===== src/oec_pkg.sv =====
// Shared constants and types for the operating-mode and expansion control
// Notes on behaviour
// - Basic mode taken from mode pin two clocks before reset release.
// - Software configuration bits pick the memory configuration within a mode.
// - Single-chip mode uses no external bus; all port pins are I/O.
// - Expansion mode drives the bus while on-chip memories stay enabled.
// - With expansion, port A carries data, ports B and C the address.
// - Port D carries bus control; in expansion mode unused port D pins stay I/O.
// - Unclaimed pins in expansion mode stay individually programmable I/O.
// - Address and data sit on separate pins, never multiplexed.
// - Chip-select outputs are pre-decoded and active low.
// - Bank scheme drives five enabled bank selects from address decode.
// - Strobe scheme drives one data strobe for external accesses.
// - Microprocessor mode claims ports A to D regardless of software.
// - Microprocessor mode keeps RAM and EEPROM; memory-disable bit set disables program memory.
// - Without program memory, code and vectors come from external memory.
// - Both microprocessor configurations share the same bus behaviour.
// - Memory-disable bit at zero enables program memory in processor mode.
// - Microcomputer mode lets software set every expansion pin as I/O.
// - Both low-power modes stop instruction execution.
// - Standby keeps oscillator and timer running.
// - Halt stops oscillator, timers and all pin activity.
// - Low-power modes keep memory and configuration state unchanged.
// - After reset one automatic wait state makes accesses three clocks long.
package oec_pkg;

	// ----------------------------------------------------------------
	// Mode and timing constants
	// ----------------------------------------------------------------
	localparam logic MODE_UC = 1'b0;
	localparam logic MODE_UP = 1'b1;
	localparam int MODE_SAMPLE_LEAD = 2;
	localparam logic [1:0] ACC_LEN_BASE = 2'h2;
	localparam logic [1:0] ACC_LEN_AUTO = 2'h3;
	localparam logic SCHEME_BANK = 1'b0;
	localparam logic SCHEME_STROBE = 1'b1;

	// ----------------------------------------------------------------
	// Chip-select windows on address bits 15..12
	// ----------------------------------------------------------------
	localparam logic [3:0] WIN_E1_BASE = 4'h2;
	localparam logic [3:0] WIN_E1_MASK = 4'hE;
	localparam logic [3:0] WIN_E2_BASE = 4'h4;
	localparam logic [3:0] WIN_E2_MASK = 4'hE;
	localparam logic [3:0] WIN_H3_BASE = 4'h6;
	localparam logic [3:0] WIN_H3_MASK = 4'hE;
	localparam logic [3:0] WIN_H1_BASE = 4'h8;
	localparam logic [3:0] WIN_H1_MASK = 4'hC;
	localparam logic [3:0] WIN_H2_BASE = 4'hC;
	localparam logic [3:0] WIN_H2_MASK = 4'hC;

	// ----------------------------------------------------------------
	// Port D pin positions and claim masks
	// ----------------------------------------------------------------
	localparam int PD_CS_E2 = 0;
	localparam int PD_CS_H3 = 1;
	localparam int PD_CS_H2 = 2;
	localparam int PD_RW = 4;
	localparam int PD_CS_H1 = 6;
	localparam int PD_CS_E1 = 7;
	localparam int PD_EDS = 6;
	localparam int PD_WAIT = 7;
	localparam logic [7:0] PD_MASK_BANK = 8'hD7;
	localparam logic [7:0] PD_MASK_STROBE = 8'hD0;
	localparam logic [7:0] PD_MASK_ALL = 8'hFF;
	localparam logic [7:0] BYTE_ONES = 8'hFF;
	localparam logic [7:0] BYTE_ZERO = 8'h00;

	// ----------------------------------------------------------------
	// Types
	// ----------------------------------------------------------------
	typedef struct packed {
		logic [7:0] a;
		logic [7:0] b;
		logic [7:0] c;
		logic [7:0] d;
	} oec_port_t;

	typedef struct packed {
		oec_port_t dout;
		oec_port_t dir;
	} oec_gpio_t;

	typedef enum logic [1:0] {
		LP_RUN = 2'b00,
		LP_STANDBY = 2'b01,
		LP_HALT = 2'b10
	} oec_lp_t;

	typedef enum logic [1:0] {
		SEQ_IDLE = 2'b00,
		SEQ_ACC = 2'b01,
		SEQ_DONE = 2'b10
	} oec_seq_t;

endpackage


===== src/oec_mode_latch.sv =====
// Basic-mode capture from the mode-select pin at reset release
`timescale 1ns/1ps
module oec_mode_latch (
	// Clock and reset
	input wire logic clock_i,
	input wire logic arst_n_i,
	// Strap
	input wire logic mode_select_pin_i,
	// Latched mode
	output logic mode_o
);

	logic [oec_pkg::MODE_SAMPLE_LEAD-1:0] hist_r;
	logic taken_r;
	logic mode_r;

	// Pin history, free running so the value two clocks back is known
	always_ff @(posedge clock_i) begin
		hist_r <= {hist_r[oec_pkg::MODE_SAMPLE_LEAD-2:0], mode_select_pin_i};
	end

	// Capture once at the first edge after release, then hold
	always_ff @(posedge clock_i or negedge arst_n_i) begin
		if (!arst_n_i) begin
			taken_r <= 1'b0;
			mode_r <= oec_pkg::MODE_UC;
		end else if (!taken_r) begin
			taken_r <= 1'b1;
			mode_r <= hist_r[oec_pkg::MODE_SAMPLE_LEAD-1];
		end
	end

	assign mode_o = mode_r;

endmodule // oec_mode_latch


===== src/oec_bus_seq.sv =====
// External access sequencer with automatic and pin-driven wait states
`timescale 1ns/1ps
module oec_bus_seq (
	// Clock and reset
	input wire logic clock_i,
	input wire logic arst_n_i,
	// Control
	input wire logic start_i,
	input wire logic auto_wait_i,
	input wire logic wait_n_i,
	// Status
	output logic acc_nxt_o,
	output logic fin_o,
	output logic busy_o,
	output logic done_o
);

	oec_pkg::oec_seq_t state_r, state_nxt;
	logic [1:0] cnt_r;
	logic [1:0] cnt_nxt;
	logic [1:0] len;

	// Access length in clocks
	assign len = auto_wait_i ? oec_pkg::ACC_LEN_AUTO
		: oec_pkg::ACC_LEN_BASE;
	assign fin_o = (state_r == oec_pkg::SEQ_ACC) &&
		(cnt_r >= len - 2'h1) && wait_n_i;

	// Next state
	always_comb begin
		state_nxt = state_r;
		cnt_nxt = cnt_r;
		case (state_r)
			oec_pkg::SEQ_IDLE: begin
				cnt_nxt = 2'h0;
				if (start_i) begin
					state_nxt = oec_pkg::SEQ_ACC;
				end
			end
			oec_pkg::SEQ_ACC: begin
				if (fin_o) begin
					state_nxt = oec_pkg::SEQ_DONE;
				end else if (cnt_r < len - 2'h1) begin
					cnt_nxt = cnt_r + 2'h1;
				end
			end
			oec_pkg::SEQ_DONE: begin
				state_nxt = oec_pkg::SEQ_IDLE;
			end
			default: begin
				state_nxt = oec_pkg::SEQ_IDLE;
			end
		endcase
	end

	// State registers
	always_ff @(posedge clock_i or negedge arst_n_i) begin
		if (!arst_n_i) begin
			state_r <= oec_pkg::SEQ_IDLE;
			cnt_r <= 2'h0;
		end else begin
			state_r <= state_nxt;
			cnt_r <= cnt_nxt;
		end
	end

	assign acc_nxt_o = (state_nxt == oec_pkg::SEQ_ACC);
	assign busy_o = (state_r != oec_pkg::SEQ_IDLE);
	assign done_o = (state_r == oec_pkg::SEQ_DONE);

endmodule // oec_bus_seq


===== src/oec_top.sv =====
// Operating-mode, expansion bus and low-power control
`timescale 1ns/1ps
module oec_top (
	// Clock and reset
	input wire logic clock_i,
	input wire logic arst_n_i,
	// Mode strap
	input wire logic mode_select_pin_i,
	// CPU side external access
	input wire logic ext_req_i,
	input wire logic ext_we_i,
	input wire logic [15:0] ext_addr_i,
	input wire logic [7:0] ext_wdata_i,
	output logic [7:0] ext_rdata_o,
	output logic ext_ack_o,
	output logic ext_busy_o,
	// Software configuration bits
	input wire logic expansion_en_i,
	input wire logic cs_scheme_i,
	input wire logic [4:0] bank_cs_en_i,
	input wire logic strobe_en_i,
	input wire logic mem_disable_i,
	input wire logic autowait_dis_i,
	input wire oec_pkg::oec_gpio_t gpio_i,
	// Low-power requests
	input wire logic standby_req_i,
	input wire logic halt_req_i,
	input wire logic wake_i,
	// Port pins
	input wire oec_pkg::oec_port_t pin_in_i,
	output oec_pkg::oec_port_t pin_out_o,
	output oec_pkg::oec_port_t pin_oe_n_o,
	output oec_pkg::oec_port_t gpio_in_o,
	// Status
	output logic mode_up_o,
	output logic bus_active_o,
	output logic rom_en_o,
	output logic ram_en_o,
	output logic eeprom_en_o,
	output logic vectors_ext_o,
	output logic cpu_run_o,
	output logic osc_en_o,
	output logic timer_en_o
);

	// ----------------------------------------------------------------
	// Declarations
	// ----------------------------------------------------------------
	logic mode_up;
	logic bus_active;
	logic pm_on;
	logic auto_wait_r;
	logic start;
	logic acc_nxt;
	logic fin;
	logic busy;
	logic done;
	logic wait_n;
	logic [15:0] addr_r;
	logic [15:0] addr_nxt;
	logic [7:0] wdata_r;
	logic [7:0] wdata_nxt;
	logic we_r;
	logic we_nxt;
	logic [7:0] rdata_r;
	logic ack_r;
	logic [4:0] cs_hit;
	logic [7:0] ctl_out;
	logic [7:0] ctl_oe_n;
	logic [7:0] d_mask;
	logic [7:0] abc_mask;
	oec_pkg::oec_lp_t lp_r, lp_nxt;
	oec_pkg::oec_port_t out_r, out_nxt;
	oec_pkg::oec_port_t oe_n_r, oe_n_nxt;
	oec_pkg::oec_port_t gin_r;
	logic mode_up_r;
	logic bus_active_r;
	logic rom_en_r;
	logic vec_ext_r;
	logic run_r;
	logic osc_r;
	logic tmr_r;

	// Address window hit on the top nibble
	function automatic logic in_win(input logic [15:0] addr,
		input logic [3:0] base, input logic [3:0] mask);
		in_win = ((addr[15:12] & mask) == base);
	endfunction

	// Merge bus-owned bits over software-owned bits
	function automatic logic [7:0] merge(input logic [7:0] claim,
		input logic [7:0] busv, input logic [7:0] gpv);
		merge = (claim & busv) | (~claim & gpv);
	endfunction

	// ----------------------------------------------------------------
	// Mode latch and access sequencer
	// ----------------------------------------------------------------
	oec_mode_latch u_mode (
		.clock_i(clock_i),
		.arst_n_i(arst_n_i),
		.mode_select_pin_i(mode_select_pin_i),
		.mode_o(mode_up)
	);

	oec_bus_seq u_seq (
		.clock_i(clock_i),
		.arst_n_i(arst_n_i),
		.start_i(start),
		.auto_wait_i(auto_wait_r),
		.wait_n_i(wait_n),
		.acc_nxt_o(acc_nxt),
		.fin_o(fin),
		.busy_o(busy),
		.done_o(done)
	);

	// ----------------------------------------------------------------
	// Mode decode
	// ----------------------------------------------------------------
	// Bus owns the ports in processor mode or when expansion is enabled
	assign bus_active = (mode_up == oec_pkg::MODE_UP) ||
		expansion_en_i;
	// Program memory on in computer mode, or in processor mode when enabled
	assign pm_on = (mode_up == oec_pkg::MODE_UC) ||
		!mem_disable_i;
	// Accesses start only while running and the bus is owned
	assign start = ext_req_i && bus_active && !busy &&
		(lp_r == oec_pkg::LP_RUN);
	// Wait pin is an input only under the strobe scheme
	assign wait_n = (cs_scheme_i == oec_pkg::SCHEME_STROBE) ?
		gin_r.d[oec_pkg::PD_WAIT] : 1'b1;
	assign addr_nxt = start ? ext_addr_i : addr_r;
	assign we_nxt = start ? ext_we_i : we_r;
	assign wdata_nxt = start ? ext_wdata_i : wdata_r;

	// ----------------------------------------------------------------
	// Chip-select decode
	// ----------------------------------------------------------------
	// Pre-decoded windows, each gated by its enable bit
	assign cs_hit[0] = bank_cs_en_i[0] && in_win(addr_nxt,
		oec_pkg::WIN_E1_BASE, oec_pkg::WIN_E1_MASK);
	assign cs_hit[1] = bank_cs_en_i[1] && in_win(addr_nxt,
		oec_pkg::WIN_E2_BASE, oec_pkg::WIN_E2_MASK);
	assign cs_hit[2] = bank_cs_en_i[2] && in_win(addr_nxt,
		oec_pkg::WIN_H1_BASE, oec_pkg::WIN_H1_MASK);
	assign cs_hit[3] = bank_cs_en_i[3] && in_win(addr_nxt,
		oec_pkg::WIN_H2_BASE, oec_pkg::WIN_H2_MASK);
	assign cs_hit[4] = bank_cs_en_i[4] && in_win(addr_nxt,
		oec_pkg::WIN_H3_BASE, oec_pkg::WIN_H3_MASK);

	// Port D control bits for each scheme, active-low selects
	always_comb begin
		ctl_out = oec_pkg::BYTE_ONES;
		ctl_oe_n = oec_pkg::BYTE_ONES;
		ctl_out[oec_pkg::PD_RW] = !(acc_nxt && we_nxt);
		ctl_oe_n[oec_pkg::PD_RW] = 1'b0;
		if (cs_scheme_i == oec_pkg::SCHEME_BANK) begin
			ctl_out[oec_pkg::PD_CS_E1] = !(acc_nxt && cs_hit[0]);
			ctl_out[oec_pkg::PD_CS_E2] = !(acc_nxt && cs_hit[1]);
			ctl_out[oec_pkg::PD_CS_H1] = !(acc_nxt && cs_hit[2]);
			ctl_out[oec_pkg::PD_CS_H2] = !(acc_nxt && cs_hit[3]);
			ctl_out[oec_pkg::PD_CS_H3] = !(acc_nxt && cs_hit[4]);
			ctl_oe_n[oec_pkg::PD_CS_E1] = 1'b0;
			ctl_oe_n[oec_pkg::PD_CS_E2] = 1'b0;
			ctl_oe_n[oec_pkg::PD_CS_H1] = 1'b0;
			ctl_oe_n[oec_pkg::PD_CS_H2] = 1'b0;
			ctl_oe_n[oec_pkg::PD_CS_H3] = 1'b0;
		end else begin
			ctl_out[oec_pkg::PD_EDS] = !(acc_nxt && strobe_en_i);
			ctl_oe_n[oec_pkg::PD_EDS] = 1'b0;
		end
	end

	// ----------------------------------------------------------------
	// Pin muxing
	// ----------------------------------------------------------------
	// Claims: processor mode takes every pin, expansion mode only bus pins
	assign abc_mask = bus_active ? oec_pkg::BYTE_ONES
		: oec_pkg::BYTE_ZERO;
	assign d_mask = (mode_up == oec_pkg::MODE_UP) ? oec_pkg::PD_MASK_ALL :
		!expansion_en_i ? oec_pkg::BYTE_ZERO :
		(cs_scheme_i == oec_pkg::SCHEME_BANK) ? oec_pkg::PD_MASK_BANK
		: oec_pkg::PD_MASK_STROBE;

	// Separate data and address pins, no multiplexing
	assign out_nxt.a = merge(abc_mask, wdata_nxt, gpio_i.dout.a);
	assign out_nxt.b = merge(abc_mask, addr_nxt[7:0], gpio_i.dout.b);
	assign out_nxt.c = merge(abc_mask, addr_nxt[15:8], gpio_i.dout.c);
	assign out_nxt.d = merge(d_mask, ctl_out, gpio_i.dout.d);
	// Data pins driven only while a write is on the bus
	assign oe_n_nxt.a = merge(abc_mask,
		{8{!(acc_nxt && we_nxt)}}, ~gpio_i.dir.a);
	assign oe_n_nxt.b = merge(abc_mask, oec_pkg::BYTE_ZERO, ~gpio_i.dir.b);
	assign oe_n_nxt.c = merge(abc_mask, oec_pkg::BYTE_ZERO, ~gpio_i.dir.c);
	assign oe_n_nxt.d = merge(d_mask, ctl_oe_n, ~gpio_i.dir.d);

	// ----------------------------------------------------------------
	// Low-power control
	// ----------------------------------------------------------------
	// Halt wins over standby; wake returns to run
	always_comb begin
		lp_nxt = lp_r;
		case (lp_r)
			oec_pkg::LP_RUN: begin
				if (halt_req_i && !busy) begin
					lp_nxt = oec_pkg::LP_HALT;
				end else if (standby_req_i && !busy) begin
					lp_nxt = oec_pkg::LP_STANDBY;
				end
			end
			oec_pkg::LP_STANDBY: begin
				if (wake_i) begin
					lp_nxt = oec_pkg::LP_RUN;
				end
			end
			oec_pkg::LP_HALT: begin
				if (wake_i) begin
					lp_nxt = oec_pkg::LP_RUN;
				end
			end
			default: begin
				lp_nxt = oec_pkg::LP_RUN;
			end
		endcase
	end

	always_ff @(posedge clock_i or negedge arst_n_i) begin
		if (!arst_n_i) begin
			lp_r <= oec_pkg::LP_RUN;
		end else begin
			lp_r <= lp_nxt;
		end
	end

	// ----------------------------------------------------------------
	// Access registers
	// ----------------------------------------------------------------
	// Auto wait set by reset, then follows the software disable bit
	always_ff @(posedge clock_i or negedge arst_n_i) begin
		if (!arst_n_i) begin
			auto_wait_r <= 1'b1;
		end else begin
			auto_wait_r <= !autowait_dis_i;
		end
	end

	// Request capture and read data at the last access clock
	always_ff @(posedge clock_i or negedge arst_n_i) begin
		if (!arst_n_i) begin
			addr_r <= 16'h0000;
			wdata_r <= 8'h00;
			we_r <= 1'b0;
			rdata_r <= 8'h00;
			ack_r <= 1'b0;
		end else begin
			addr_r <= addr_nxt;
			we_r <= we_nxt;
			wdata_r <= wdata_nxt;
			if (fin && !we_r) begin
				rdata_r <= pin_in_i.a;
			end
			ack_r <= fin;
		end
	end

	// ----------------------------------------------------------------
	// Pin and status registers
	// ----------------------------------------------------------------
	// Pins freeze in halt so nothing toggles and state is kept
	always_ff @(posedge clock_i or negedge arst_n_i) begin
		if (!arst_n_i) begin
			out_r <= '1;
			oe_n_r <= '1;
			gin_r <= '0;
		end else if (lp_r != oec_pkg::LP_HALT) begin
			out_r <= out_nxt;
			oe_n_r <= oe_n_nxt;
			gin_r <= pin_in_i;
		end
	end

	// Memory enables, vector source and clock gating
	always_ff @(posedge clock_i or negedge arst_n_i) begin
		if (!arst_n_i) begin
			mode_up_r <= oec_pkg::MODE_UC;
			bus_active_r <= 1'b0;
			rom_en_r <= 1'b1;
			vec_ext_r <= 1'b0;
			run_r <= 1'b0;
			osc_r <= 1'b1;
			tmr_r <= 1'b1;
		end else begin
			mode_up_r <= mode_up;
			bus_active_r <= bus_active;
			rom_en_r <= pm_on;
			vec_ext_r <= !pm_on;
			run_r <= (lp_nxt == oec_pkg::LP_RUN);
			osc_r <= (lp_nxt != oec_pkg::LP_HALT);
			tmr_r <= (lp_nxt != oec_pkg::LP_HALT);
		end
	end

	// ----------------------------------------------------------------
	// Outputs
	// ----------------------------------------------------------------
	assign ext_rdata_o = rdata_r;
	assign ext_ack_o = ack_r;
	assign ext_busy_o = busy;
	assign pin_out_o = out_r;
	assign pin_oe_n_o = oe_n_r;
	assign gpio_in_o = gin_r;
	assign mode_up_o = mode_up_r;
	assign bus_active_o = bus_active_r;
	assign rom_en_o = rom_en_r;
	assign ram_en_o = 1'b1;
	assign eeprom_en_o = 1'b1;
	assign vectors_ext_o = vec_ext_r;
	assign cpu_run_o = run_r;
	assign osc_en_o = osc_r;
	assign timer_en_o = tmr_r;

endmodule // oec_top


===== config.mk =====
export PLATFORM = sky130hd
export DESIGN_NAME = oec_top
export DESIGN_NICKNAME = d
export VERILOG_FILES = /design/src/oec_pkg.sv /design/src/oec_mode_latch.sv /design/src/oec_bus_seq.sv /design/src/oec_top.sv
export SDC_FILE = /design/constraint.sdc
export NUM_CORES = 1
export LEC_CHECK = 0
export BUFFER_PORTS_ARGS = -buffer_cell sky130_fd_sc_hd__buf_2
export CORE_MARGIN = 4
export CORE_UTILIZATION = 52
export DETAILED_ROUTE_END_ITERATION = 6
export GPL_ROUTABILITY_DRIVEN = 0
export PLACE_DENSITY = 0.85
export SKIP_LAST_GASP = 1
export SLEW_MARGIN = 20
export SYNTH_ARGS = -nofsm -noshare
export SYNTH_HDL_FRONTEND = slang
export SYNTH_SLANG_ARGS = --single-unit

===== constraint.sdc =====
create_clock -name clock_i -period 2.9 [get_ports clock_i]
set_input_delay 0.435 -clock clock_i [delete_from_list [all_inputs] [get_ports clock_i]]
set_output_delay 0.435 -clock clock_i [all_outputs]
set_load 0.05 [all_outputs]

* Yosys cells after proc, flatten, opt, wreduce, memory -nomap -nowiden *
Cells that the tools add are included.

cells by class
  add/subtract/negate cells = 2
  $lt $le $gt $ge = 2
  equal/unequal tests = 13
  muxes and demuxes = 24
  bitwise logic cells = 27
  reductions and logical operators = 41

operators with widths
  cell                   count
  $and A8 B8 Y8          14
  $not A8 Y8             6
  $or A8 B8 Y8           6
  $mux W8                4
  $logic_and A1 B1 Y1    20
  $mux W16               1
  $mux W2                7
  $logic_not A1 Y1       12
  $pmux W2 S2            3
  $mux W3                3
  $ne A2 B2 Y1 const B   4
  $eq A2 B1 Y1 const B   3
  $eq A2 B2 Y1 const B   3
  $eq A3 B2 Y1 const B   2
  $logic_not A2 Y1       3
  $mux W1                6
  $reduce_bool A2 Y1     2
  $eq A3 B1 Y1 const B   1
  $reduce_and A3 Y1      1
  $add A2 B1 Y2 const B  1
  $ge A2 B2 Y1           1
  $logic_or A1 B1 Y1     2
  $lt A2 B2 Y1           1
  $reduce_or A2 Y1       1
  2 further kinds        2

word-level totals
  flip-flop bits (word level) = 147
  input port bits = 138
  logic and storage cells = 139

* Depth between registers and ports, before layout *
Gate-level depths: netlist (run 1).

  depth in word-level cells = 13
  depth in mapped cells = 8
  gate-level depth less buffers = 7

* Cells and area by module *
Synthesis (run 1) repeated with hierarchy kept, for this count alone.

unflattened totals
  cell total of the unflattened synthesis = 494
  area, all modules = 6203.4 um^2

by module, submodules not included
  module          times used  cells each  area each (um^2)  sequential area each (um^2)
  oec_top         1           456         5790.6            3562.2
  oec_bus_seq     1           32          304.0             100.1
  oec_mode_latch  1           6           108.9             90.1

* Worst setup path before layout (run 1) *
Ideal clock, no wire load.

  path kind = register -> register
  start = reg auto_wait_r
  end = reg rdata_r[0], in the netlist ext_rdata_o[0]
  setup time = 0.125 ns
  arrival = 1.793 ns
  setup slack = 0.983 ns
  stages on the path, launching flop included = 9
  buffers on the path = 1
  cells stage by stage = dfstp_2 > inv_1 > ha_1 > nand2b_1 > a21oi_1 > nor2_1 > and3_1 > buf_2 > mux2_2

on the way
  longest elaborated chain between the ends = 6

RTL lines
  what                    line               text
  start, declared         oec_top.sv:52      logic auto_wait_r;
  start signal, assigned  oec_top.sv:244     auto_wait_r <= !autowait_dis_i;
  $mux W1                 oec_bus_seq.sv:24  assign len = auto_wait_i ? oec_pkg::ACC_LEN_AUTO
  $sub A2 B1 Y2           oec_bus_seq.sv:27  (cnt_r >= len - 2'h1) && wait_n_i;
  $ge A2 B2 Y1            oec_bus_seq.sv:27
  $logic_and A1 B1 Y1     oec_bus_seq.sv:26  assign fin_o = (state_r == oec_pkg::SEQ_ACC) &&
  $logic_and A1 B1 Y1     oec_bus_seq.sv:27
  $logic_and A1 B1 Y1     oec_top.sv:260     if (fin && !we_r) begin
  end signal, assigned    oec_top.sv:261     rdata_r <= pin_in_i.a;
  end, declared           oec_top.sv:65      logic [7:0] rdata_r;

Every way passes these cells.
A chain may end at the register's enable or synchronous reset.

* Worst setup path after layout (run 1) *
  start = reg u_mode.mode_r, in the netlist u_mode.mode_o
  end = reg out_r (netlist bit pin_out_o[20])

on the way
  longest elaborated chain between the ends = 7
  elaborated cells between the ends (all ways) = 10

RTL lines
  what                               line                  text
  start, declared                    oec_mode_latch.sv:15  logic mode_r;
  start signal, assigned             oec_mode_latch.sv:26  mode_r <= oec_pkg::MODE_UC;
  start signal, assigned             oec_mode_latch.sv:29  mode_r <= hist_r[oec_pkg::MODE_SAMPLE_LEAD-1];
  $logic_or A1 B1 Y1                 oec_top.sv:122        assign bus_active = (mode_up == oec_pkg::MODE_UP) ||
  $logic_and A1 B1 Y1 (3 in series)  oec_top.sv:128        assign start = ext_req_i && bus_active && !busy &&
  $mux W16                           oec_top.sv:133        assign addr_nxt = start ? ext_addr_i : addr_r;
  named net addr_nxt[4]              oec_top.sv:60         logic [15:0] addr_nxt;
  $and A8 B8 Y8                      oec_top.sv:93         merge = (claim & busv) | (~claim & gpv);
  $or A8 B8 Y8                       oec_top.sv:93
  end signal, assigned               oec_top.sv:277        out_r <= out_nxt;
  end, declared                      oec_top.sv:73         oec_pkg::oec_port_t out_r, out_nxt;

The timed path passes the listed nets, and every way through them passes these cells.

==> results of run 1 <==
[routing by layer]
metal  GRT usage, %  routed length, µm  vias to the layer above
met5              0                  0                        -
met4          12.00                451                        0
met3          6.632               1222                       35
met2          39.82               8487                      205
met1          26.52               5986                     2311
li1               -                  -                     2244
[Yosys cell counts (2+ instances only)]
cell type  instances  area, µm²
ha_1               5      62.56
buf_4              3      22.52
nand3_1            3      15.01
nor2b_1            9      56.30
dfxtp_1            2      40.04
a32oi_1            2      17.52
o21ai_0           39      195.2
nand2_1           73      274.0
buf_2              9      45.04
dfrtp_1           78       1952
buf_1              5      18.77
inv_1             16      60.06
and3_1             2      12.51
dfstp_2           67       1760
nand2b_1           4      25.02
a21o_1             5      37.54
nor2_1            20      75.07
nor2_4             2      22.52
a211oi_1           2      15.01
o31ai_1           22      165.2
a21oi_1            5      25.02
and2_1             2      12.51
nor3b_1            4      30.03
a31oi_1            2      12.51
clkbuf_1          14      52.55
mux2i_1           24      240.2
or3_1              2      12.51
o21ai_1            3      15.01
mux2_2            63      709.4
[what timing repair did]
item / 4_1_cts / 5_1_grt
hold buffers: 1 / 0
endpoints found under the setup margin: 0 / 0
endpoints found under the hold margin: 29 / 0
[worst max-delay path by stage]
stage | start | endpoint | slack, ps
4_1_cts | u_mode.mode_o$_DFFE_PN0N_ | pin_out_o[20]$_DFFE_PN1P_ | 620
2_1_floorplan | auto_wait_r$_DFF_PN1_ | ext_rdata_o[0]$_DFFE_PN0P_ | 980
5_1_grt | u_mode.mode_o$_DFFE_PN0N_ | pin_out_o[20]$_DFFE_PN1P_ | 530
3_3_place_gp | auto_wait_r$_DFF_PN1_ | ext_rdata_o[6]$_DFFE_PN0P_ | 790
3_5_place_dp | u_mode.mode_o$_DFFE_PN0N_ | pin_out_o[29]$_DFFE_PN1P_ | 670
6_report | u_mode.mode_o$_DFFE_PN0N_ | pin_out_o[20]$_DFFE_PN1P_ | 640
[final cells by class]
type                       instances  share of cell area [%]
timing repair buffer             258                   16.45
inverter                          17                  0.7804
multi-input combinational        314                   27.24
tap                              143                   2.188
clock buffer                      21                   5.891
sequential                       147                   45.89
clock inverter                    11                   1.530
antenna                            1                 0.03060
[power breakdown]
group	internal (W)	leakage (nW)	total [W]	switching, W
Sequential	0.00310	1.65	0.00350	0.000395
Clock	0.00137	0.295	0.00220	0.000837
Combinational	0.00130	2.03	0.00476	0.00346
[flip-flops by register name (all words and copies together), names as in the netlist]
name	cells
ext_ack_o	1
pin_out_o	32
rom_en_o	1
timer_en_o	1
u_mode.hist_r	2
we_r	1
cpu_run_o	1
bus_active_o	1
u_mode.taken_r	1
addr_r	16
wdata_r	8
vectors_ext_o	1
pin_oe_n_o	32
u_seq.state_r	2
lp_r	2
u_seq.cnt_r	2
auto_wait_r	1
mode_up_o	1
gpio_in_o	32
ext_rdata_o	8
u_mode.mode_o	1
[logic make-up after synthesis]
group | synth area share [%]
multiplexers | 15.63
adder cells (fa/ha/maj) | 1.013
AND/OR/NAND/NOR | 9.870
AO/OA/AOI/OAI | 9.181
flip-flops | 60.78
buffers and inverters | 3.466
other | 0.06074
[through the flow]
stage,hold WS [ps],setup slack (ps),total power [W]
after global placement,316.3,785.5,0.008127
after CTS,106.2,623.3,0.01053
final,130.3,636.3,0.01046
after detailed placement,315.4,665.3,0.008294
after global routing,107.5,533.2,0.01097
after floorplan,139.4,982.6,0.007126
==> run_results.csv, run 1 <==
group,metric,value,unit
final_layout,seq_area,3752,µm²
global_route,grt_overflow_total,0,
timing,slew_violations,0,
timing,period_share,78.06,%
critical_path,endpoint_kind,"register",
placed_design,placed_cells,878,
final_layout,final_cells,912,
global_route,grt_pass1_vias,4847,
run_status,outcome,"finished clean",
critical_path,path_cells,"nor2_4 > inv_2 > nand4_2 > buf_4 > mux2_2 > mux2i_1 > o21ai_0",
final_layout,final_cell_mix,"buf_2, dfrtp_1, nand2_1",
flow_run,max-cap-violations,0,
clock_tree,cts_buffers,17,
critical_path,worstPathMaxFanout,21,
worst_hold_path,worst_hold_path.num_cells,1,
worst_hold_path,hp-class,"input pin to register",
timing,slew_headroom,49.68,%
route,drtPass1Iterations,4,
route,wl,16.15,mm
logic_synthesis,ys_ff_latch,147,
route,vias,4795,
final_layout,final_common_cell,"buf_2",
placed_design,place_area,7557,µm²
clock_tree,cts_setup_buffers,0,
critical_path,crit_required,3220,ps
clock_tree,root_buffer,"clkbuf_16",
placed_design,hpwl,11.85,mm
clock_tree,clkTransAtPathRegs,60,ps
route,drtAntennaViolNets,0,
final_layout,final_nets,898,
logic_synthesis,synth_edf_count,0,
timing,fmax,0.4418,GHz
timing,rsz0062_at_grt,"false",
die,die-width,117.0,µm
timing,finalSetupViolCount,0,
clock_tree,clock_sinks,147,
final_layout,finalInstanceArea,8177,µm²
power_and_ir_drop,peakVddDrop,0.0006581,V
power_and_ir_drop,power.leakage,3.970,nW
worst_hold_path,hold_start,"mode_select_pin_i",
critical_path,r2r_end,"pin_out_o[20]$_DFFE_PN1P_",
route,drt_iter0_drc,319,
global_route,grt_use_total,23.25,%
route,drc,0,
timing,worstMarginPinSlew,754.8,ps
clock_tree,cts_tree,"built",
timing,hold_violations,0,
power_and_ir_drop,p_per_area,1279,nW/µm²
clock_tree,cts_buffer_depth,2,
critical_path,ff2ff_setup_slack,640,ps
die,core_area,11520,µm²
final_layout,fin_util,71.00,%
critical_path,reg2regPathDepth,7,
timing,fin_skew,7.550,ps
critical_path,critPathLaunchType,"register",
timing,fin_crit,2264,ps
die,die_h,117.0,µm
critical_path,worstPathArrival,2580,ps
critical_path,slowest_delay,550,ps
worst_hold_path,hold_end,"u_mode.hist_r[0]$_DFF_P_",
route,viasPerCell,5.258,
logic_synthesis,synth.avg_cell_area,12.15,µm²
logic_synthesis,netlist_area,6173,µm²
critical_path,worstSetupPathType,"register to register",
placed_design,port_buffers,250,
logic_synthesis,synth-seq-area-share,60.78,%
clock_tree,ctsResizeCount,0,
final_layout,multiInputGateArea,2227,µm²
die,die_area,13680,µm²
die,rows,39,
die,ios,253,
global_route,antenna_found_initial,0,
critical_path,worst-path-stages,7,
logic_synthesis,synth_cell_types,50,
clock_tree,clkLatencyLatePin,410,ps
global_route,grt_pass1_wl,24.19,mm
critical_path,path_delay_family,"multiplexers",
logic_synthesis,yosysWarnings,0,
critical_path,r2r_start,"u_mode.mode_o$_DFFE_PN0N_",
final_layout,drive_gt1_share,55.60,%
final_layout,n_fill_cell,833,
final_layout,area_growth_syn_to_layout,32.45,%
global_route,grt_start_max_net_pins,74,
logic_synthesis,async_reset_ff_share,98.64,%
logic_synthesis,synth_ff_type,"dfrtp_1",
die,initial_core_util,53.61,%
logic_synthesis,syn_inst,508,
route,wl_per_cell,17.71,µm
clock_tree,cts_max_level,4,
timing,tns,0,ps
critical_path,crit_buf_inv,2,
critical_path,crit_path_top_delay_cell,"dfrtp_1",
Power figures use the tool's default switching activity.
==> inputs of run 2 (changes only) <==
- CORE_UTILIZATION: 52 -> 48
- PLACE_DENSITY: 0.85 -> 0.8
- clock period: 2.9 -> 2.4 ns (I/O delays scaled with it)
==> run 2 against run 1 <==
  * Register-to-register slack worse by 380 ps
  * Critical path type unchanged
  * Critical endpoint is now ext_rdata_o[5]$_DFFE_PN0P_
  * Sequential share of layout area is 0.31 points lower
  * Largest cell class unchanged
  * First-iteration DRC count is 38% lower
==> run_results.csv, run 2 (synthesis gave the netlist of run 1 again) <==
group,metric,value,unit
die,die_area,14740,µm²
placed_design,pre_cts_slack,267.8,ps
final_layout,final_common_cell,"buf_2",
power_and_ir_drop,p_per_area,1526,nW/µm²
global_route,grt_pass1_wl,24.98,mm
die,die-width,121.4,µm
power_and_ir_drop,peakVddDrop,0.0007888,V
worst_hold_path,hp-class,"input pin to register",
timing,worstMarginPinSlew,559.1,ps
critical_path,worstSetupPathType,"register to register",
die,die_h,121.4,µm
final_layout,final_cell_mix,"buf_2, dfrtp_1, nand2_1",
timing,finalSetupViolCount,0,
route,vias,4807,
critical_path,slowest_delay,510,ps
route,wl_per_cell,17.00,µm
flow_run,max-cap-violations,0,
timing,rsz0062_at_grt,"false",
route,drtAntennaViolNets,0,
timing,slew_headroom,62.72,%
timing,fmax,0.4659,GHz
critical_path,crit_path_top_delay_cell,"dfstp_2",
clock_tree,cts_tree,"built",
die,rows,41,
route,drtPass1Iterations,5,
clock_tree,ctsResizeCount,0,
timing,slew_violations,0,
timing,layout_setup_ws,253.7,ps
clock_tree,cts_buffers,17,
clock_tree,cts_max_level,4,
timing,fin_crit,2146,ps
critical_path,critPathLaunchType,"register",
global_route,grt_start_max_net_pins,61,
global_route,grt_use_total,22.04,%
placed_design,port_buffers,250,
clock_tree,clock_sinks,147,
global_route,antenna_found_initial,5,
final_layout,n_fill_cell,986,
die,core_area,12620,µm²
timing,hold_violations,0,
final_layout,drive_gt1_share,55.51,%
clock_tree,cts_buffer_depth,2,
power_and_ir_drop,report.power.total,0.01256,W
critical_path,path_cells,"inv_1 > ha_1 > nand2b_1 > a21oi_1 > nor2_1 > and3_1 > mux2_2",
die,initial_core_util,48.92,%
clock_tree,root_buffer,"clkbuf_16",
clock_tree,clkTransAtPathRegs,60,ps
final_layout,finalInstanceArea,8232,µm²
timing,tns,0,ps
critical_path,crit_required,2690,ps
placed_design,place_area,7629,µm²
run_status,outcome,"finished clean",
final_layout,final_nets,901,
power_and_ir_drop,power.leakage,3.986,nW
clock_tree,clkLatencyLatePin,410,ps
die,ios,253,
critical_path,worstPathArrival,2440,ps
timing,fin_skew,7.061,ps
route,wl,16.10,mm
critical_path,worstPathMaxFanout,8,
critical_path,ff2ff_setup_slack,250,ps
timing,period_share,89.43,%
global_route,grt_pass1_vias,5095,
final_layout,area_growth_syn_to_layout,33.34,%
route,viasPerCell,5.076,
route,drt_iter0_drc,197,
placed_design,hpwl,11.92,mm
critical_path,endpoint_kind,"register",
route,drc,0,
global_route,grt_overflow_total,0,
==> run 2: cell types whose count changed in the layout (fill, tap and decap cells not counted), sizes merged <==
cell and change:
clkinv +3, clkbuf -2, inv -1, clkinvlp -1
diode +3, buf +3, bufinv +1
==> run 2: per-layer routing <==
layer | part of all wire [%] | GRT usage [%] | vias up
met4 | 1.9 | 9.734 | 4
met3 | 8.3 | 7.319 | 23
met5 | 0.21 | 0 | -
li1 | - | - | 2263
met2 | 51 | 37.20 | 217
met1 | 38 | 25.50 | 2300
==> run 2: worst paths after layout <==
kind | start | end | cells after the start
min reg2reg | u_mode.hist_r[0]$_DFF_P_ | u_mode.hist_r[1]$_DFF_P_ | 0
min in group asynchronous | arst_n_i | addr_r[4]$_DFF_PN0_ | 2
max | auto_wait_r$_DFF_PN1_ | ext_rdata_o[5]$_DFFE_PN0P_ | 7
max reg2reg | auto_wait_r$_DFF_PN1_ | ext_rdata_o[5]$_DFFE_PN0P_ | 7
min | mode_select_pin_i | u_mode.hist_r[0]$_DFF_P_ | 1
max in group asynchronous | arst_n_i | pin_out_o[25]$_DFFE_PN1P_ | 3
==> run 2: power breakdown <==
group / switching (W) / leakage, nW / internal [W]
Sequential: 0.000479 / 1.65 / 0.00375
Clock: 0.000961 / 0.291 / 0.00164
Combinational: 0.00414 / 2.05 / 0.00159
Total: 0.00558 / 3.99 / 0.00698
==> run 2: through the flow <==
step | hold slack (ps) | cells | util (%)
finish | 52.43 | 947 | 65.23
global route | 31.18 | 946 | 65.21
CTS | 28.36 | 943 | 65.15
detailed placement | 342.7 | 910 | 60.45
global placement | 341.0 | 910 | 60.45
floorplan | 64.41 | 510 | -
==> run 2: worst max-delay path, delay by kind of cell, from the launching register on <==
| kind | cells | cell delay [ps] |
|---|---|---|
| muxes | 1 | 380 |
| and+or+nand+nor | 3 | 680 |
| DFF | 1 | 510 |
| buffers and inverters | 1 | 50 |
| adders and majority gates | 1 | 290 |
| AOI/OAI and AO/OA | 1 | 100 |
==> run 2: layout make-up <==
| class | count | area, µm² | area share (%) |
|---|---|---|---|
| flip-flops and latches | 147 | 3752 | 45.58 |
| repair buffers | 261 | 1380 | 16.77 |
| clock buffers | 19 | 442.9 | 5.381 |
| inverters | 17 | 63.81 | 0.7752 |
| well taps | 172 | 215.2 | 2.614 |
| diodes | 4 | 10.01 | 0.1216 |
| multi-input cells | 314 | 2227 | 27.06 |
| clock inverters | 13 | 140.1 | 1.702 |
==> run 2: what timing repair did <==
action                                 in CTS  in global routing
buffers inserted                            0                  0
hold buffers                                1                  0
endpoints found under the hold margin      22                  0
